### src/core/cta_pkg.sv
/*
 * constants, field layouts and types shared by the counter array control
 * block and its per-module compare/capture unit.
 * assumes a 32-bit apb register port and five compare/capture modules.
 */
package cta_pkg;
    // ------------------------------------------------------------------
    // sizes
    // ------------------------------------------------------------------
    localparam int NUM_MOD = 5;
    localparam int CNT_W   = 16;
    localparam int LOW_W   = 8;
    localparam int ADDR_W  = 8;
    localparam int DATA_W  = 32;
    localparam int MODE_W  = 7;
    localparam int IDX_W   = 3;
    localparam int WDT_MOD = 4;   // module that carries the watchdog

    // ------------------------------------------------------------------
    // register byte offsets
    // ------------------------------------------------------------------
    localparam logic [ADDR_W-1:0] OFS_CMODE  = 8'h00;
    localparam logic [ADDR_W-1:0] OFS_CCTRL  = 8'h04;
    localparam logic [ADDR_W-1:0] OFS_COUNT  = 8'h08;
    localparam logic [ADDR_W-1:0] OFS_MASK   = 8'h0C;
    localparam logic [ADDR_W-1:0] OFS_MMODE  = 8'h20;
    localparam logic [ADDR_W-1:0] OFS_CAP    = 8'h40;
    localparam logic [ADDR_W-1:0] BANK_SPAN  = 8'h14;

    // ------------------------------------------------------------------
    // counter mode fields
    // ------------------------------------------------------------------
    localparam int CM_IDLE = 7;
    localparam int CM_WDT  = 6;
    localparam int CM_SRC1 = 2;
    localparam int CM_SRC0 = 1;
    localparam int CM_OVIE = 0;
    localparam logic [7:0] CMODE_MASK = 8'hC7;
    localparam logic [7:0] CMODE_RST  = 8'h00;

    // counter control fields: overflow flag, run bit, module flags
    localparam int CC_OVF = 7;
    localparam int CC_RUN = 6;

    // module mode fields
    localparam int MM_CMP   = 6;
    localparam int MM_RISE  = 5;
    localparam int MM_FALL  = 4;
    localparam int MM_MATCH = 3;
    localparam int MM_TOG   = 2;
    localparam int MM_PWM   = 1;
    localparam int MM_IE    = 0;
    localparam logic [MODE_W-1:0] MMODE_RST = 7'h00;

    // ------------------------------------------------------------------
    // count source prescale
    // ------------------------------------------------------------------
    localparam int DIV12 = 12;
    localparam int DIV4  = 4;
    localparam logic [3:0] DIV12_LAST = 4'(DIV12 - 1);
    localparam logic [3:0] DIV4_LAST  = 4'(DIV4 - 1);
    localparam logic [CNT_W-1:0] CNT_MAX = 16'hFFFF;

    typedef enum logic [1:0] {
        SRC_DIV12 = 2'h0,
        SRC_DIV4  = 2'h1,
        SRC_T0    = 2'h2,
        SRC_EXT   = 2'h3
    } cta_src_t;
endpackage : cta_pkg

### src/core/cta_unit.sv
/*
 * one compare/capture module: capture register, comparator, pin toggle
 * and pulse width output.
 * assumes the counter and its advance pulse come from the pclk domain;
 * the module pin input is asynchronous and is synchronised here.
 */
`timescale 1ns/10ps
`default_nettype none
module cta_unit
    import cta_pkg::*;
(
    input  wire logic              pclk,      // core clock
    input  wire logic              presetn,   // async reset, low
    input  wire logic              ce,        // clock enable
    input  wire logic [MODE_W-1:0] mode,      // module mode bits
    input  wire logic [CNT_W-1:0]  cnt,       // array counter
    input  wire logic              cnt_new,   // counter just moved
    input  wire logic              cap_we,    // software load
    input  wire logic [CNT_W-1:0]  cap_wdata, // software value
    input  wire logic              pin_i,     // module pin level
    output logic                   evt,       // flag set pulse
    output logic [CNT_W-1:0]       cap_q,     // compare/capture value
    output logic                   pin_o,     // module pin drive
    output logic                   pin_oe     // module pin enable
);
    import cta_pkg::*;

    logic             s1_q, s2_q, s3_q;
    logic             tog_q, tog_d;
    logic             pin_q, pin_d;
    logic [CNT_W-1:0] cap_d;
    logic             hit, rise, fall, capt;

    // ------------------------------------------------------------------
    // compare, capture and pin logic
    // ------------------------------------------------------------------
    // only count values freshly reached compare, so a stalled counter
    // does not raise the same match over and over
    always_comb begin
        hit   = mode[MM_CMP] && cnt_new && (cnt == cap_q);
        rise  = s2_q && !s3_q;
        fall  = !s2_q && s3_q;
        capt  = (rise && mode[MM_RISE]) ||
                (fall && mode[MM_FALL]);
        cap_d = cap_q;
        if (cap_we) begin
            cap_d = cap_wdata;
        end else if (capt) begin
            cap_d = cnt;
        end
        evt   = capt || (hit && mode[MM_MATCH]);
        tog_d = tog_q ^ (hit && mode[MM_TOG]);
        // pwm: low while the low byte is below the compare low byte
        if (mode[MM_PWM]) begin
            pin_d = (cnt[LOW_W-1:0] >= cap_q[LOW_W-1:0]);
        end else begin
            pin_d = tog_d;
        end
    end

    // registers; the first sync stage feeds only the second
    always_ff @(posedge pclk or negedge presetn) begin
        if (!presetn) begin
            s1_q  <= 1'b0;
            s2_q  <= 1'b0;
            s3_q  <= 1'b0;
            tog_q <= 1'b0;
            pin_q <= 1'b0;
            cap_q <= '0;
        end else if (ce) begin
            s1_q  <= pin_i;
            s2_q  <= s1_q;
            s3_q  <= s2_q;
            tog_q <= tog_d;
            pin_q <= pin_d;
            cap_q <= cap_d;
        end
    end

    assign pin_o  = pin_q;
    assign pin_oe = mode[MM_TOG] || mode[MM_PWM];
endmodule : cta_unit
`default_nettype wire

### src/core/cta_ctrl.sv
/*
 * counter array control: counter mode register, counter control flags,
 * the array counter with its count source, five compare/capture modules,
 * watchdog hook on module 4, interrupt mask and an apb register port.
 * assumes pclk is the oscillator clock; idle and the timer 0 overflow
 * pulse come from pclk logic; the external count pin and module pins are
 * asynchronous.
 */
// Overview of operation
// - with the idle gate bit set the counter stops while idle.
// - clearing the watchdog enable bit stops module 4 resets.
// - the source field picks clk/12, clk/4, timer 0 or the pin.
// - the overflow flag requests an interrupt only when enabled.
// - module mode bit 7 is reserved, bits 6..0 are the mode bits.
// - the comparator enable turns on the counter compare.
// - the rising capture bit captures on a rising pin edge.
// - the falling capture bit captures on a falling pin edge.
// - a match with the match bit set raises the module flag.
// - a match with the toggle bit set and the pwm bit clear inverts the module pin.
// - the pwm bit makes the module pin a pulse width output.
// - the module interrupt enable gates the module flag.
`timescale 1ns/10ps
`default_nettype none
module cta_ctrl
    import cta_pkg::*;
(
    input  wire logic               pclk,     // oscillator clock
    input  wire logic               presetn,  // async reset, low
    input  wire logic               ce,       // clock enable
    input  wire logic               psel,     // apb select
    input  wire logic               penable,  // apb access phase
    input  wire logic               pwrite,   // apb write
    input  wire logic [ADDR_W-1:0]  paddr,    // apb byte address
    input  wire logic [DATA_W-1:0]  pwdata,   // apb write data
    output logic      [DATA_W-1:0]  prdata,   // apb read data
    output logic                    pready,   // apb ready
    output logic                    pslverr,  // apb error
    input  wire logic               idle,     // core idle mode
    input  wire logic               t0_ovf,   // timer 0 overflow
    input  wire logic               ext_cnt,  // external count pin
    input  wire logic [NUM_MOD-1:0] cex_i,    // module pins in
    output logic      [NUM_MOD-1:0] cex_o,    // module pins out
    output logic      [NUM_MOD-1:0] cex_oe,   // module pins enable
    output logic                    irq,      // interrupt level
    output logic                    wdt_rst   // watchdog reset pulse
);
    import cta_pkg::*;

    // ------------------------------------------------------------------
    // address decoding
    // ------------------------------------------------------------------
    function automatic logic in_bank(input logic [ADDR_W-1:0] a,
                                     input logic [ADDR_W-1:0] base);
        logic [ADDR_W-1:0] off;
        off = a - base;
        return (a >= base) && (off < BANK_SPAN);
    endfunction : in_bank

    function automatic logic [IDX_W-1:0] bank_idx(
            input logic [ADDR_W-1:0] a,
            input logic [ADDR_W-1:0] base);
        logic [ADDR_W-1:0] off;
        off = a - base;
        return off[IDX_W+1:2];
    endfunction : bank_idx

    function automatic logic addr_ok(input logic [ADDR_W-1:0] a);
        return (a == OFS_CMODE) || (a == OFS_CCTRL) ||
               (a == OFS_COUNT) || (a == OFS_MASK) ||
               in_bank(a, OFS_MMODE) || in_bank(a, OFS_CAP);
    endfunction : addr_ok

    // ------------------------------------------------------------------
    // state
    // ------------------------------------------------------------------
    logic [7:0]         cmode_q, cmode_d;
    logic [7:0]         mask_q, mask_d;
    logic               run_q, run_d;
    logic               ovf_q, ovf_d;
    logic [NUM_MOD-1:0] mflag_q, mflag_d;
    logic [CNT_W-1:0]   cnt_q, cnt_d;
    logic               new_q, new_d;
    logic [3:0]         pre_q, pre_d;
    logic               e1_q, e2_q, e3_q;
    logic               wdt_q, wdt_d;
    logic [DATA_W-1:0]  rd_q, rd_d;
    logic [MODE_W-1:0]  mmode_q [NUM_MOD];
    logic [MODE_W-1:0]  mmode_d [NUM_MOD];

    logic               wr, setup, gate, tick, pre_end;
    logic [3:0]         pre_last;
    cta_src_t           src;
    logic [NUM_MOD-1:0] evt, ie_vec;
    logic [NUM_MOD-1:0] cap_we;
    logic [CNT_W-1:0]   cap_val [NUM_MOD];

    assign wr     = psel && penable && pwrite;
    assign setup  = psel && !penable;
    assign src    = cta_src_t'({cmode_q[CM_SRC1], cmode_q[CM_SRC0]});

    // ------------------------------------------------------------------
    // count source and gating
    // ------------------------------------------------------------------
    // prescaler wraps at the divide chosen; it free runs so a source
    // change takes effect within one prescale period
    always_comb begin
        pre_last = (src == SRC_DIV4) ? DIV4_LAST : DIV12_LAST;
        pre_end  = (pre_q >= pre_last);
        pre_d    = pre_end ? 4'h0 : 4'(pre_q + 4'h1);
        gate     = run_q && !(idle && cmode_q[CM_IDLE]);
        case (src)
            SRC_DIV12: tick = pre_end;
            SRC_DIV4:  tick = pre_end;
            SRC_T0:    tick = t0_ovf;
            default:   tick = e2_q && !e3_q; // pin rising edge
        endcase
        tick = tick && gate;
    end

    // ------------------------------------------------------------------
    // register writes, counter and flags
    // ------------------------------------------------------------------
    // an event in the same cycle as a clearing write keeps its flag
    always_comb begin
        cmode_d = cmode_q;
        mask_d  = mask_q;
        run_d   = run_q;
        cnt_d   = cnt_q;
        new_d   = 1'b0;
        ovf_d   = ovf_q;
        mflag_d = mflag_q;
        cap_we  = '0;
        for (int i = 0; i < NUM_MOD; i++) begin
            mmode_d[i] = mmode_q[i];
        end
        if (wr) begin
            if (paddr == OFS_CMODE) begin
                cmode_d = pwdata[7:0] & CMODE_MASK;
            end else if (paddr == OFS_CCTRL) begin
                run_d   = pwdata[CC_RUN];
                ovf_d   = ovf_q && !pwdata[CC_OVF];
                mflag_d = mflag_q & ~pwdata[NUM_MOD-1:0];
            end else if (paddr == OFS_COUNT) begin
                cnt_d   = pwdata[CNT_W-1:0];
            end else if (paddr == OFS_MASK) begin
                mask_d  = pwdata[7:0];
            end else if (in_bank(paddr, OFS_MMODE)) begin
                mmode_d[bank_idx(paddr, OFS_MMODE)] =
                    pwdata[MODE_W-1:0];
            end else if (in_bank(paddr, OFS_CAP)) begin
                cap_we[bank_idx(paddr, OFS_CAP)] = 1'b1;
            end
        end
        if (tick && !(wr && paddr == OFS_COUNT)) begin
            cnt_d = 16'(cnt_q + 16'h1);
            new_d = 1'b1;
            if (cnt_q == CNT_MAX) begin
                ovf_d = 1'b1;
            end
        end
        mflag_d = mflag_d | evt;
        // module 4 match resets the core only while enabled
        wdt_d = cmode_q[CM_WDT] && evt[WDT_MOD]
                && mmode_q[WDT_MOD][MM_MATCH];
    end

    always_ff @(posedge pclk or negedge presetn) begin
        if (!presetn) begin
            cmode_q <= CMODE_RST;
            mask_q  <= '0;
            run_q   <= 1'b0;
            cnt_q   <= '0;
            new_q   <= 1'b0;
            ovf_q   <= 1'b0;
            mflag_q <= '0;
            pre_q   <= '0;
            wdt_q   <= 1'b0;
            for (int i = 0; i < NUM_MOD; i++) begin
                mmode_q[i] <= MMODE_RST;
            end
        end else if (ce) begin
            cmode_q <= cmode_d;
            mask_q  <= mask_d;
            run_q   <= run_d;
            cnt_q   <= cnt_d;
            new_q   <= new_d;
            ovf_q   <= ovf_d;
            mflag_q <= mflag_d;
            pre_q   <= pre_d;
            wdt_q   <= wdt_d;
            for (int i = 0; i < NUM_MOD; i++) begin
                mmode_q[i] <= mmode_d[i];
            end
        end
    end

    // external count pin: two stages before any logic, third for edge
    always_ff @(posedge pclk or negedge presetn) begin
        if (!presetn) begin
            e1_q <= 1'b0;
            e2_q <= 1'b0;
            e3_q <= 1'b0;
        end else if (ce) begin
            e1_q <= ext_cnt;
            e2_q <= e1_q;
            e3_q <= e2_q;
        end
    end

    // ------------------------------------------------------------------
    // compare/capture modules
    // ------------------------------------------------------------------
    for (genvar g = 0; g < NUM_MOD; g++) begin : g_mod
        cta_unit u_unit (
            .pclk      (pclk),
            .presetn   (presetn),
            .ce        (ce),
            .mode      (mmode_q[g]),
            .cnt       (cnt_q),
            .cnt_new   (new_q),
            .cap_we    (cap_we[g]),
            .cap_wdata (pwdata[CNT_W-1:0]),
            .pin_i     (cex_i[g]),
            .evt       (evt[g]),
            .cap_q     (cap_val[g]),
            .pin_o     (cex_o[g]),
            .pin_oe    (cex_oe[g])
        );
        assign ie_vec[g] = mmode_q[g][MM_IE];
    end

    // ------------------------------------------------------------------
    // read data and interrupt
    // ------------------------------------------------------------------
    // read data is captured in the setup cycle so it leaves a flop
    always_comb begin
        rd_d = rd_q;
        if (setup) begin
            rd_d = '0;
            if (paddr == OFS_CMODE) begin
                rd_d[7:0] = cmode_q;
            end else if (paddr == OFS_CCTRL) begin
                rd_d[CC_OVF] = ovf_q;
                rd_d[CC_RUN] = run_q;
                rd_d[NUM_MOD-1:0] = mflag_q;
            end else if (paddr == OFS_COUNT) begin
                rd_d[CNT_W-1:0] = cnt_q;
            end else if (paddr == OFS_MASK) begin
                rd_d[7:0] = mask_q;
            end else if (in_bank(paddr, OFS_MMODE)) begin
                rd_d[MODE_W-1:0] = mmode_q[bank_idx(paddr, OFS_MMODE)];
            end else if (in_bank(paddr, OFS_CAP)) begin
                rd_d[CNT_W-1:0] = cap_val[bank_idx(paddr, OFS_CAP)];
            end
        end
    end

    always_ff @(posedge pclk or negedge presetn) begin
        if (!presetn) begin
            rd_q <= '0;
        end else if (ce) begin
            rd_q <= rd_d;
        end
    end

    // zero wait states; a frozen clock enable stalls the bus
    assign prdata  = rd_q;
    assign pready  = ce;
    assign pslverr = psel && penable && !addr_ok(paddr);
    assign irq     = (ovf_q && cmode_q[CM_OVIE] && mask_q[CC_OVF])
                   || |(mflag_q & ie_vec & mask_q[NUM_MOD-1:0]);
    assign wdt_rst = wdt_q;
endmodule : cta_ctrl
`default_nettype wire

### config.mk
export PLATFORM = sky130hd
export DESIGN_NAME = cta_ctrl
export DESIGN_NICKNAME = d
export VERILOG_FILES = /design/src/core/cta_pkg.sv /design/src/core/cta_unit.sv /design/src/core/cta_ctrl.sv
export SDC_FILE = /design/constraint.sdc
export NUM_CORES = 1
export LEC_CHECK = 0
export ABC_AREA = 1
export ABC_CLOCK_PERIOD_IN_PS = 1900
export BUFFER_PORTS_ARGS = -buffer_cell sky130_fd_sc_hd__buf_4
export CORE_UTILIZATION = 56
export DETAILED_ROUTE_END_ITERATION = 16
export PLACE_DENSITY = 0.78
export SYNTH_ARGS = -nofsm -noshare
export SYNTH_HDL_FRONTEND = slang
export SYNTH_SLANG_ARGS = --single-unit
### constraint.sdc
create_clock -name pclk -period 1.9 [get_ports pclk]
set_clock_uncertainty 0.1 [all_clocks]
set_input_delay 0.095 -clock pclk [delete_from_list [all_inputs] [get_ports pclk]]
set_output_delay 0.095 -clock pclk [all_outputs]
set_load 0.02 [all_outputs]
==> qor.csv, run 1 <==
metric,value,unit
status,"complete, but fails checks",
violations,negative setup slack,
path_cells,"inv_2, nor2_1, ha_1, a21oi_2, nand2_2, o211ai_4, buf_12, clkbuf_16, o21ai_0, nand2_1, nand2_1",
min_period,2.04,ns
io_buffer_count,67,
grt_pass1_vias,13600,
via_count,14400,
most-common-layout-cells,"798 x nand2_1, 230 x buf_4, 194 x dfrtp_1, 177 x o21ai_0, 169 x inv_1",
rows,55,
syn_to_final_growth,30.2,%
ys_seq_elements,201,
fin_crit_sh,107,%
final_common_cell,nand2_1,
fill_cells,1791,
antenna_found_initial,0,
multi_input_area,0.00755,sq mm
cp-start-kind,flop,
critPathMaxFanout,6,
drc,0,
post-place-ws,-0.217,ns
critical_path.most_common_cell,nand2_1,
reg2regPathDepth,11,
synth_cells,1963,
cts.clk_slew.worst_paths,0.06,ns
relSlewSlack,53.7,%
drive_gt1_share,22.2,%
diodes,0,
nets,2278,
drtIter0Drc,1492,
power_density,668,mW/mm^2
clock_sinks,201,
insertion_delay,0.54,ns
whs,0.0325,ns
ys.flop_type,dfrtp_1,
htreeDepth,1,
cts-root-buf,clkbuf_16,
cts_buffer_depth,3,
start_util,57.7,%
die_x,156,microns
syn-cell-area,0.0132,sq mm
ys_async_sr_fraction,100,%
slowest_stage,dfrtp_1,
end_kind,flop,
antenna_left,0,
track_usage,43.3,%
setup_slack,-0.136,ns
die_area,0.0242,sq mm
wl_per_cell,21.0,microns
avgSynthCellArea,6.73,sq um
tightest_slew,0.693,ns
drt-total-wl,52.7,mm
min_path_cells,6,
fmax,491,MHz
hold_violations,0,
grt_max_degree,56,
regArea,0.00504,sq mm
required,2.21,ns
post_synth_num_cell_types,46,
power_leakage,8.93,nW
hpwl,36.8,mm
gr-total-overflow,0,
die_h,156,microns
gp_congestion,0.980,
cts_tree,yes,
cts_made_buffers,24,
slowest_delay,0.40,ns
p_total,11.5,mW
drv_cap,0,
synth_edf_count,0,
core,0.0229,sq mm
cp_data_arrival_time,2.35,ns
critical_path_class,reg -> reg,
grt_pass1_wl,78.0,mm
rsz0062_at_grt,true,
yosysWarnings,0,
finalSetupViolations,24,
drtPass1Iterations,6,
ys_seq_area_share,38.1,%
viasPerCell,5.73,
drv_slew,0,
max-vdd-ir-drop,0.658,mV
io_pins,100,
min_path_type,in -> reg,
logic make-up after synthesis:
family / after synthesis / share of synthesized area, %
and+or+nand+nor: 1108 / 34.8
AOI/OAI and AO/OA: 290 / 11.6
DFF: 201 / 38.1
other: 1 / 0.0284
buffers and inverters: 307 / 10.5
xor gates and xnor gates: 12 / 0.795
adders and majority gates: 44 / 4.17
worst max-delay path, delay by kind of cell, from the launching register on:
kind                     cells  cell delay [ns]
AO/OA/AOI/OAI                3             0.44
adder cells (fa/ha/maj)      1             0.29
buffers and inverters        3             0.41
flip-flops                   1             0.40
AND/OR/NAND/NOR              4             0.27
final cells by class:
| cell class | count | share of cell area [%] |
|---|---|---|
| multi-input combinational | 1471 | 43.9 |
| sequential | 201 | 29.3 |
| timing repair buffer | 292 | 15.2 |
| inverter | 190 | 4.39 |
| clock buffer | 34 | 4.01 |
| tap | 313 | 2.28 |
| clock inverter | 10 | 0.902 |
registers in the layout, summed over array words and instances (netlist names), 4 cells and up:
register            cells
ie_vec                  5
g_mod.u_unit.tog_q      5
prdata                 16
pre_q                   4
g_mod.u_unit.cap_q     80
g_mod.u_unit.s2_q       5
mmode_q                30
g_mod.u_unit.pin_o      5
g_mod.u_unit.s1_q       5
cmode_q                 5
mflag_q                 5
cnt_q                  16
g_mod.u_unit.s3_q       5
mask_q                  8
synth_stat cells (4+ instances only):
cell / instances / area share, %
clkinv_4: 5 / 0.33
a31oi_1: 6 / 0.28
nor2_1: 94 / 2.7
nand2_2: 12 / 0.57
a21boi_0: 4 / 0.23
nor3_1: 15 / 0.57
nand4_1: 24 / 1.1
nand3_1: 80 / 3.0
buf_2: 34 / 1.3
o21ai_0: 194 / 7.3
ha_1: 44 / 4.2
inv_1: 175 / 5.0
clkbuf_1: 43 / 1.2
xor2_1: 11 / 0.73
dfrtp_1: 201 / 38
nand2_1: 851 / 24
nand2_4: 15 / 1.3
a21oi_1: 47 / 1.8
o21ai_1: 16 / 0.61
buf_4: 30 / 1.7
or2_2: 6 / 0.28
clkinv_1: 5 / 0.14
buf_6: 7 / 0.60
o211ai_1: 4 / 0.23
o31ai_1: 10 / 0.57
per-stage QoR:
| step | setup TNS (ns) | util [%] | std cells | instance area (sq um) |
|---|---|---|---|---|
| after floorplan | 0 | - | 1978 | 13300 |
| after global routing | -3.48 | 75.1 | 2511 | 17200 |
| after global placement | -1.75 | 65.5 | 2413 | 15000 |
| final | -1.68 | 75.1 | 2511 | 17200 |
| after detailed placement | -2.99 | 65.5 | 2413 | 15000 |
| after CTS | -0.171 | 71.7 | 2497 | 16400 |
where the power goes:
group	leakage (nW)	internal, mW	total, mW	switching (mW)
combinational	5.78	0.722	1.88	1.16
clock	0.409	3.07	5.01	1.94
sequential	2.74	4.45	4.61	0.156
per-layer routing:
layer	GRT usage, %	routed length [microns]	vias up
li1	-	-	6591
met1	54.0	20000	6732
met2	69.1	23500	854
met3	8.42	5160	209
met4	27.1	3990	0
met5	0	0	-
repair_timing:
| action | CTS | global route |
|---|---|---|
| hold buffers | 32 | 0 |
| pin swaps | 14 | 55 |
| setup buffers | 6 | 10 |
| endpoints found under the hold margin | 271 | 0 |
| endpoints found under the setup margin | 33 | 36 |
| cloned | 2 | 4 |
| resized for setup | 46 | 143 |
path summary, 6_finish.rpt:
kind | startpoint | to | slack [ns]
hold / removal | paddr[4] | prdata[9] | 0.03
hold reg to reg | prdata[9] | prdata[9] | 0.38
setup / recovery | cmode_q[1] | cnt_q[6] | -0.14
max in group asynchronous | presetn | g_mod[3].u_unit.cap_q[11] | 1.29
setup reg to reg | cmode_q[1] | cnt_q[6] | -0.14
min in group asynchronous | presetn | mmode_q[11] | 0.07
(Power assumes the default switching activity.)
==> inputs of run 2 (changes only) <==
--- a/config.mk
+++ b/config.mk
@@ -6,11 +6,11 @@
 export NUM_CORES = 1
 export LEC_CHECK = 0
 export ABC_AREA = 1
-export ABC_CLOCK_PERIOD_IN_PS = 1900
+export ABC_CLOCK_PERIOD_IN_PS = 2200
 export BUFFER_PORTS_ARGS = -buffer_cell sky130_fd_sc_hd__buf_4
-export CORE_UTILIZATION = 56
+export CORE_UTILIZATION = 60
 export DETAILED_ROUTE_END_ITERATION = 16
-export PLACE_DENSITY = 0.78
+export PLACE_DENSITY = 0.8
 export SYNTH_ARGS = -nofsm -noshare
 export SYNTH_HDL_FRONTEND = slang
 export SYNTH_SLANG_ARGS = --single-unit
==> constraint.sdc (replaced) <==
create_clock -name pclk -period 2.2 [get_ports pclk]
set_clock_uncertainty 0.1 [all_clocks]
set_input_delay 0.11 -clock pclk [delete_from_list [all_inputs] [get_ports pclk]]
set_output_delay 0.11 -clock pclk [all_outputs]
set_load 0.02 [all_outputs]
==> qor.csv, run 2 (synthesized netlist as in run 1, its figures left out) <==
metric,value,unit
cp_data_arrival_time,2.39,ns
grt_max_degree,62,
placed_cell_area,0.0144,sq mm
placedCellCount,2312,
slowest_delay,0.51,ns
via_count,13700,
min_path_cells,6,
status,completed,
final_common_cell,nand2_1,
min_from,psel,
setup_slack,0.0974,ns
final_cell_area,0.0155,sq mm
insertion_delay,0.53,ns
reg2reg_to,g_mod[3].u_unit.tog_q,
relSlewSlack,57.0,%
cts.clk_slew.worst_paths,0.06,ns
path_cells,"ha_1, nand4_1, nor2_2, nand3_1, nor2_1, buf_4, nand2_1, nand2_1, nand2_1, nand2_1, o21ai_0",
worstReg2RegStart,cnt_q[1],
hold_path_end,prdata[8],
slowest_stage,dfrtp_2,
min_period,2.10,ns
drtPass1Iterations,6,
wl_per_cell,19.0,microns
rows,53,
antenna_left,0,
cts-root-buf,clkbuf_16,
fin_tns_setup,0,ns
track_usage,40.7,%
max-vdd-ir-drop,0.672,mV
clock_sinks,201,
fin_crit_sh,95.6,%
post-place-ws,0.0235,ns
cp-start-kind,flop,
gp_congestion,1.01,
drv_slew,0,
fmax,476,MHz
grt_pass1_vias,12600,
die_x,150,microns
die_h,150,microns
grt_pass1_wl,69.0,mm
critical_path_class,reg -> reg,
power_density,609,mW/mm^2
hpwl,33.0,mm
hold_violations,0,
fill_cells,1751,
reg2regPathDepth,11,
gr-total-overflow,0,
htreeDepth,1,
final_cells,2384,
syn_to_final_growth,17.2,%
drv_cap,0,
tightest_slew,0.645,ns
required,2.48,ns
cts_made_buffers,24,
critical_path.most_common_cell,nand2_1,
io_buffer_count,67,
die_area,0.0226,sq mm
start_util,62.1,%
drc,0,
nets,2188,
fin_util,72.8,%
finalSetupViolations,0,
min_path_type,in -> reg,
p_total,9.44,mW
drt-total-wl,45.4,mm
power_leakage,8.26,nW
whs,0.0219,ns
cts_tree,yes,
top_register,g_mod.u_unit.cap_q,
core,0.0213,sq mm
viasPerCell,5.73,
antenna_found_initial,1,
rsz0062_at_grt,false,
end_kind,flop,
largest_reg_flops,80,
r2r_slack,0.1,ns
drtIter0Drc,1315,
critPathMaxFanout,9,
cts_buffer_depth,3,
largest_registers,"g_mod.u_unit.cap_q x80, mmode_q x30",
most-common-layout-cells,"851 x nand2_1, 194 x o21ai_0, 194 x dfrtp_1, 175 x inv_1, 170 x buf_4",
drive_gt1_share,13.5,%
io_pins,100,
==> run 2: cell types whose count changed in the layout (fill, tap and decap cells not counted), sizes merged <==
cell,before,now
clkbuf,38,32
clkinvlp,5,2
diode,0,1
clkinv,12,17
inv,179,182
dlygate4sd3,31,26
nand2,879,878
buf,257,176
bufinv,4,2
==> run 2: metal layers <==
layer  global-route usage [%]  up-vias  share of wire (%)
li1                         -     6399                  -
met1                     53.2     6264                 39
met2                     64.4      829                 44
met3                     7.27      165                 11
met4                     21.6        0                5.7
met5                        0        -                  0
==> run 2: final cells by class <==
class,instances,area [sq um],share of cell area (%)
antenna,1,2.50,0.0162
inverter,190,744,4.81
clock inverter,13,154,0.994
timing repair buffer,203,1660,10.7
tap,275,344,2.22
multi-input combinational,1470,6870,44.3
clock buffer,31,678,4.38
sequential,201,5040,32.5
==> run 2: worst max-delay path by stage <==
stage,startpoint,end,cells past startpoint
global route,cnt_q[3],g_mod[3].u_unit.tog_q,11
global placement,cnt_q[6],g_mod[1].u_unit.tog_q,12
finish,cnt_q[1],g_mod[3].u_unit.tog_q,11
floorplan,cmode_q[1],cnt_q[13],12
detailed placement,cnt_q[6],g_mod[3].u_unit.tog_q,13
CTS,cnt_q[1],g_mod[3].u_unit.tog_q,11
==> run 2: report_power, final <==
| part | total (mW) | switching (mW) | internal [mW] |
|---|---|---|---|
| sequential | 3.97 | 0.128 | 3.85 |
| combinational | 1.31 | 0.852 | 0.459 |
| clock | 4.15 | 1.71 | 2.45 |
| total | 9.44 | 2.68 | 6.75 |
==> run 2: repair_timing <==
item | in CTS | in global routing
hold endpoints to repair | 263 | 0
gates resized for setup | 2 | 12
setup buffers | 0 | 1
setup endpoints to repair | 3 | 15
pin swaps | 0 | 1
hold buffers | 26 | 0
cloned | 0 | 0
==> run 2: critical path: cells and delay by family, from the launching register on <==
kind	cells	cell delay (ns)
compound gates	1	0.09
fa+ha+maj	1	0.35
simple gates	8	0.74
flops	1	0.51
buf+inv	1	0.17
